**config.mk**
```make
export PLATFORM = sky130hd
export DESIGN_NAME = gop_top
export DESIGN_NICKNAME = d
export VERILOG_FILES = /design/src/logic/gop_pkg.sv /design/src/logic/gop_clk_if.sv /design/src/logic/gop_clk_div.sv /design/src/logic/gop_top.sv
export VERILOG_INCLUDE_DIRS = /design/src /design/src/logic
export SDC_FILE = /design/constraint.sdc
export NUM_CORES = 1
export LEC_CHECK = 0
export BUFFER_PORTS_ARGS = -buffer_cell sky130_fd_sc_hd__buf_2
export CORE_MARGIN = 2
export CORE_UTILIZATION = 50
export DETAILED_ROUTE_END_ITERATION = 8
export PLACE_DENSITY = 0.81
export RECOVER_POWER = 25
export SETUP_SLACK_MARGIN = 0.1
export SLEW_MARGIN = 20
export SYNTH_ARGS = -nofsm -noshare
export SYNTH_HDL_FRONTEND = slang
export SYNTH_SLANG_ARGS = --single-unit
export TNS_END_PERCENT = 30
```
**constraint.sdc**
```tcl
create_clock -name i_clk -period 1.9 [get_ports i_clk]
set_input_delay 0.095 -clock i_clk [delete_from_list [all_inputs] [get_ports i_clk]]
set_output_delay 0.095 -clock i_clk [all_outputs]
set_load 0.005 [all_outputs]
```
**src/logic/gop_defines.svh**
```systemverilog
// constants for the general output pin select block
`ifndef GOP_DEFINES_SVH
`define GOP_DEFINES_SVH

// selection field position inside an eight-bit pin configuration value
`define GOP_SEL_MSB      5
`define GOP_SEL_LSB      0

// selection codes
`define GOP_SEL_TX_THR   6'h02
`define GOP_SEL_HIZ      6'h2E
`define GOP_SEL_CLK_192  6'h3F

// whole-register value that routes the temperature sensor to pin a
`define GOP_TEMP_CFG     8'h80

// reset values of the two pin configuration registers
`define GOP_PIN_A_RST    8'h3F
`define GOP_PIN_B_RST    8'h2E

// crystal clock divider: full ratio and length of the high phase
`define GOP_DIV_RATIO    8'hC0
`define GOP_DIV_HALF     8'h60

`endif

```
**src/logic/gop_pkg.sv**
```systemverilog
// types shared by the general output pin select block
package gop_pkg;
  typedef logic [7:0] gop_cfg_t;
  typedef logic [5:0] gop_sel_t;
  typedef logic [6:0] gop_fill_t;
  // what pin b is doing at the moment
  typedef enum logic [1:0] {
    GOP_B_HIZ,
    GOP_B_SERIAL,
    GOP_B_FUNC
  } gop_b_mode_e;
endpackage

```
**src/logic/gop_clk_if.sv**
```systemverilog
// divided crystal clock carried from the divider to the pin selector
`timescale 1ns/1ps
interface gop_clk_if;
  logic clk_level;
  logic fall;
  modport src (output clk_level, output fall);
  modport snk (input clk_level, input fall);
endinterface

```
**src/logic/gop_clk_div.sv**
```systemverilog
// divide-by-192 crystal clock generator with a falling-boundary pulse
`timescale 1ns/1ps
`include "gop_defines.svh"
module gop_clk_div
  import gop_pkg::*;
(
  input  wire logic i_clk,
  input  wire logic i_rst_b,
  gop_clk_if.src    div_bus
);

  logic [7:0] cnt_ff;

  // runs from reset
  // free-running count; nothing can stop it, so a pin that selects code 3F gets a clock, except pin b while chip select is low
  always_ff @(posedge i_clk or negedge i_rst_b) begin
    if (!i_rst_b) begin
      cnt_ff <= 8'h00;
    end else if (cnt_ff == `GOP_DIV_RATIO - 8'h01) begin
      cnt_ff <= 8'h00;
    end else begin
      cnt_ff <= cnt_ff + 8'h01;
    end
  end

  // high for the first half, low for the second
  assign div_bus.clk_level = (cnt_ff < `GOP_DIV_HALF);
  // last high cycle: the level goes low at the next edge
  assign div_bus.fall      = (cnt_ff == `GOP_DIV_HALF - 8'h01);
endmodule

```
**src/logic/gop_top.sv**
```systemverilog
// general output pin select: chooses what drives output pins a and b
`timescale 1ns/1ps
`include "gop_defines.svh"
module gop_top
  import gop_pkg::*;
(
  input  wire logic      i_clk,
  input  wire logic      i_rst_b,
  input  wire gop_cfg_t  i_pin_a_config_reg,
  input  wire gop_cfg_t  i_pin_b_config_reg,
  input  wire logic      i_cs_b,
  input  wire logic      i_serial_so_data,
  input  wire logic      i_serial_so_oe,
  input  wire gop_fill_t i_tx_fill_level,
  input  wire gop_fill_t i_tx_fill_threshold,
  output logic           o_general_out_a,
  output logic           o_general_out_a_oe,
  output logic           o_temp_sensor_en,
  output logic           o_general_out_b,
  output logic           o_general_out_b_oe
);

  gop_clk_if div_bus ();

  logic        cs_meta_ff;
  logic        cs_sync_ff;
  gop_cfg_t    a_cfg_ff;
  gop_cfg_t    b_cfg_ff;
  logic        thr_ff;
  gop_b_mode_e b_mode_ff;
  gop_b_mode_e nxt_b_mode;
  logic        a_temp;

  // select decode
  // one decoder serves both pins; unlisted codes fall to a quiet low level
  function automatic logic gop_decode(input gop_sel_t sel,
                                      input logic     clk_lv,
                                      input logic     thr);
    logic res;
    res = 1'b0;
    case (sel)
      `GOP_SEL_TX_THR:  res = thr;
      `GOP_SEL_CLK_192: res = clk_lv;
      default:          res = 1'b0;
    endcase
    return res;
  endfunction

  gop_clk_div u_div (
    .i_clk   (i_clk),
    .i_rst_b (i_rst_b),
    .div_bus (div_bus)
  );

  // chip select comes from a pin: two flops before anything reads it
  always_ff @(posedge i_clk or negedge i_rst_b) begin
    if (!i_rst_b) begin
      cs_meta_ff <= 1'b1;
      cs_sync_ff <= 1'b1;
    end else begin
      cs_meta_ff <= i_cs_b;
      cs_sync_ff <= cs_meta_ff;
    end
  end

  // switch at fall
  // new selections take effect only as the divided clock goes low, so an
  // outgoing clock always finishes its high phase and an incoming one starts
  // with a whole low phase; the cost is up to 192 cycles of switch latency
  always_ff @(posedge i_clk or negedge i_rst_b) begin
    if (!i_rst_b) begin
      a_cfg_ff <= `GOP_PIN_A_RST;
      b_cfg_ff <= `GOP_PIN_B_RST;
    end else if (div_bus.fall) begin
      a_cfg_ff <= i_pin_a_config_reg;
      b_cfg_ff <= i_pin_b_config_reg;
    end
  end

  // threshold with hold
  // equal fill holds the last state, giving one step of hysteresis
  always_ff @(posedge i_clk or negedge i_rst_b) begin
    if (!i_rst_b) begin
      thr_ff <= 1'b0;
    end else if (i_tx_fill_level > i_tx_fill_threshold) begin
      thr_ff <= 1'b1;
    end else if (i_tx_fill_level < i_tx_fill_threshold) begin
      thr_ff <= 1'b0;
    end
  end

  assign a_temp = (a_cfg_ff == `GOP_TEMP_CFG);

  // pin a: digital driver off while the analog sensor owns the pad
  always_ff @(posedge i_clk or negedge i_rst_b) begin
    if (!i_rst_b) begin
      o_general_out_a    <= 1'b0;
      o_general_out_a_oe <= 1'b1;
      o_temp_sensor_en   <= 1'b0;
    end else begin
      o_general_out_a    <= a_temp ? 1'b0 : gop_decode(a_cfg_ff[`GOP_SEL_MSB:`GOP_SEL_LSB],
                                                        div_bus.clk_level, thr_ff);
      o_general_out_a_oe <= !a_temp;
      o_temp_sensor_en   <= a_temp;
    end
  end

  // serial owns pin b
  // pin b mode: serial data while selected, else the programmed function
  always_comb begin
    nxt_b_mode = GOP_B_FUNC;
    if (!cs_sync_ff) begin
      nxt_b_mode = GOP_B_SERIAL;
    end else if (b_cfg_ff[`GOP_SEL_MSB:`GOP_SEL_LSB] == `GOP_SEL_HIZ) begin
      nxt_b_mode = GOP_B_HIZ;
    end
  end

  always_ff @(posedge i_clk or negedge i_rst_b) begin
    if (!i_rst_b) begin
      b_mode_ff <= GOP_B_HIZ;
    end else begin
      b_mode_ff <= nxt_b_mode;
    end
  end

  // pin b driver
  // pin b output and enable follow the mode chosen in the same cycle
  always_ff @(posedge i_clk or negedge i_rst_b) begin
    if (!i_rst_b) begin
      o_general_out_b    <= 1'b0;
      o_general_out_b_oe <= 1'b0;
    end else begin
      case (nxt_b_mode)
        GOP_B_SERIAL: begin
          o_general_out_b    <= i_serial_so_data;
          o_general_out_b_oe <= i_serial_so_oe;
        end
        GOP_B_FUNC: begin
          o_general_out_b    <= gop_decode(b_cfg_ff[`GOP_SEL_MSB:`GOP_SEL_LSB],
                                           div_bus.clk_level, thr_ff);
          o_general_out_b_oe <= 1'b1;
        end
        default: begin
          o_general_out_b    <= 1'b0;
          o_general_out_b_oe <= 1'b0;
        end
      endcase
    end
  end
endmodule

```
==> impl_metrics.csv <==
group,metric,value,unit
worst_setup_path,timing.rr.start,"u_div.cnt_ff[0]$_DFF_PN0_",
route,drtIter0Drc,31,
worst_setup_path,rrSetupSlack,0.35,ns
synth,avgSynthCellArea,12.27,sq um
flow_run,max_cap_violations,0,
layout,final_util,0.6537,
route,postRouteAntennaNets,0,
clock_network,cts-htree-levels,2,
route,viasPerCell,5.280,
clock_network,cts_resized,0,
synth,synth_nets,157,
hold_path,min_path_cells,2,
worst_setup_path,crit_arrival,1.75,ns
sta,hold_violations,0,
synth,yosysTopAreaCell,"dfrtp_1",
global_route,grt_max_degree,31,
layout,area_growth_syn_to_layout,26.65,%
placement,place_hpwl,1900,um
placement,placed_area,1633,sq um
layout,antenna_cells,0,
clock_network,cts_tree,"done",
worst_setup_path,path_class,"reg2reg",
floorplanning,boundaryPins,40,
hold_path,whs_endpoint,"b_cfg_ff[3]$_DFFE_PN1N_",
sta,drv_slew,0,
synth,post-synth-top-count-cell,"dfrtp_1",
synth,netlist_top_cells_count,"dfrtp_1, mux2_2, dfstp_2, ha_1, inv_1",
synth,synth_ff_type,"dfrtp_1",
worst_setup_path,crit_path_max_fanout,8,
clock_network,ctsLongestPathBuffers,2,
clock_network,clk_latency,0.31,ns
sta,rsz0062_at_grt,"false",
global_route,grt-ovfl-total,0,
sta,tightestPinTransition,0.6206,ns
route,wl_met3,165,um
floorplanning,fp.dieW,56.90,um
route,dr_total_vias,1056,
status,status,"complete, no violations",
sta,setup_slack,0.3537,ns
clock_network,cts_root_buf,"clkbuf_4",
route,dr.pass1.iters,4,
placement,io_buffers,37,
sta,max_freq,0.6467,GHz
route,drc,0,
synth,yosys_warnings,0,
placement,place_ws,0.3532,ns
sta,max_slew_margin,0.5863,
worst_setup_path,cp-start-kind,"register",
route,drt-total-wl,2561,um
floorplanning,coreArea,2710,sq um
synth,synthArstFlopShare,1.000,
floorplanning,start_util,0.5162,
clock_network,numClockSinks,30,
placement,place_congestion,0.7453,
worst_setup_path,required,2.11,ns
power,max-vdd-ir-drop,0.5036,mV
synth,synth_top_area_share,0.3041,
route,wl_met1,988,um
hold_path,hp-start,"i_pin_b_config_reg[3]",
synth,synth_area,1399,sq um
sta,post-route-period-util,0.8138,
floorplanning,die_area,3237,sq um
power,leakage,0.8477,nW
route,post_drt_wl_per_cell,12.81,um
global_route,grt_pass1_wl,4271,um
synth,synth_area_leaders,"dfrtp_1, dfstp_2, mux2_2",
synth,seq_area_frac_synth,0.5483,
sta,tns,0,ns
sta,setup_viol,0,
synth,ys_ff_latch,30,
synth,synth_edf_count,0,
worst_setup_path,regToRegEndpoint,"a_cfg_ff[7]$_DFFE_PN0N_",
hold_path,worstHoldPathType,"in2reg",
worst_setup_path,end_kind,"register",
layout,finalNetCount,211,
global_route,grt_antenna_before_repair,0,
layout,drive_gt1_frac,0.4379,
sta,fin_skew,0.008884,ns
worst_setup_path,r2r_cells,5,
sta,fin_crit,1.546,ns
global_route,grt_use_total,0.1776,
layout,design_area,1772,sq um
floorplanning,die_y,56.90,um
clock_network,cts.reportedPaths.clkPinSlew,0.09,ns
power,p_per_area,645.2,nW/um^2
route,top_layer_used,"met4",
global_route,grt_pass1_vias,1051,
synth,synth.distinct_cells,36,
synth,synth_cells,114,
route,wl_met2,1368,um
clock_network,cts_buffers,5,
floorplanning,num_rows,19,
## area by class of cell
| class | instances | area (sq um) |
|---|---|---|
| fill | 218 | 938.4 |
| sequential | 30 | 767.0 |
| multi-input combinational | 75 | 596.8 |
| timing repair buffer | 48 | 290.3 |
| clock buffer | 8 | 48.80 |
| tap | 31 | 38.79 |
| inverter | 8 | 30.03 |
## metal layers
metal / GRT usage / vias up
met2: 0.3153 / 29
met3: 0.07373 / 5
li1: - / 521
met4: 0.06977 / 0
met1: 0.1832 / 501
met5: 0 / -
## logic make-up (layout without fill, tap and decap cells)
logic type	Yosys count	count (layout)	synth area share
XOR/XNOR	3	3	0.01879
multiplexers	16	16	0.1270
AO/OA/AOI/OAI	14	14	0.06620
buffers and inverters	9	64	0.02504
flip-flops	30	30	0.5483
adder cells (fa/ha/maj)	8	8	0.07156
AND/OR/NAND/NOR	34	34	0.1431
## cell usage in the layout, fill, tap and decap left out, types with 2 or more instances in the layout
master,count
buf_2,37
dfrtp_1,17
mux2_2,14
dfstp_2,13
dlygate4sd3_1,9
inv_1,8
ha_1,8
nor2_1,7
clkbuf_4,5
nand4_1,4
nand3_1,4
o21ai_0,3
nand2_1,3
a21oi_1,3
clkbuf_1,3
mux2i_1,2
nor3_1,2
xor2_1,2
and3_1,2
nand3b_1,2
buf_4,2
## power by group
| group | switching, mW | internal [mW] | total, mW |
|---|---|---|---|
| sequential | 0.0150 | 0.672 | 0.687 |
| combinational | 0.0493 | 0.0708 | 0.120 |
| clock | 0.189 | 0.147 | 0.336 |
## how the worst max path moves through the flow
| stage | startpoint | to | slack [ns] | cells past startpoint |
|---|---|---|---|---|
| after floorplan | u_div.cnt_ff[0]$_DFF_PN0_ | a_cfg_ff[6]$_DFFE_PN0N_ | 0.27 | 5 |
| after global placement | u_div.cnt_ff[0]$_DFF_PN0_ | a_cfg_ff[6]$_DFFE_PN0N_ | 0.37 | 5 |
| after detailed placement | u_div.cnt_ff[0]$_DFF_PN0_ | a_cfg_ff[6]$_DFFE_PN0N_ | 0.35 | 5 |
| after CTS | u_div.cnt_ff[0]$_DFF_PN0_ | a_cfg_ff[6]$_DFFE_PN0N_ | 0.35 | 5 |
| after global routing | u_div.cnt_ff[0]$_DFF_PN0_ | a_cfg_ff[6]$_DFFE_PN0N_ | 0.29 | 5 |
| final | u_div.cnt_ff[0]$_DFF_PN0_ | a_cfg_ff[7]$_DFFE_PN0N_ | 0.35 | 5 |
## through the flow
step           power, mW  std cells  hold slack, ns
2_1_floorplan     0.7442        114         -0.2006
5_1_grt            1.218        200       0.0004478
6_report           1.143        200         0.01763
4_1_cts            1.155        196        0.002139
3_5_place_dp      0.8061        183          0.1417
3_3_place_gp      0.7966        183          0.1384
## critical path: stages, from the launching register on
cell and delay (ns):
dfrtp_1 0.40, ha_1 0.24, and4_1 0.18, nand3_1 0.10, buf_4 0.18, mux2_2 0.34
## repair_timing
item                                   4_1_cts  5_1_grt
hold buffers                                 5        4
buffers inserted                             0        0
endpoints found under the hold margin       21        4
## registers in the layout, summed over array words and instances, names as in the netlist
| name | flops |
|---|---|
| cs_sync_ff | 1 |
| a_cfg_ff | 8 |
| o_general_out_b_oe | 1 |
| o_general_out_a | 1 |
| o_general_out_b | 1 |
| o_general_out_a_oe | 1 |
| thr_ff | 1 |
| cs_meta_ff | 1 |
| u_div.cnt_ff | 8 |
| b_cfg_ff | 6 |
| o_temp_sensor_en | 1 |
(Power assumes the default switching activity.)
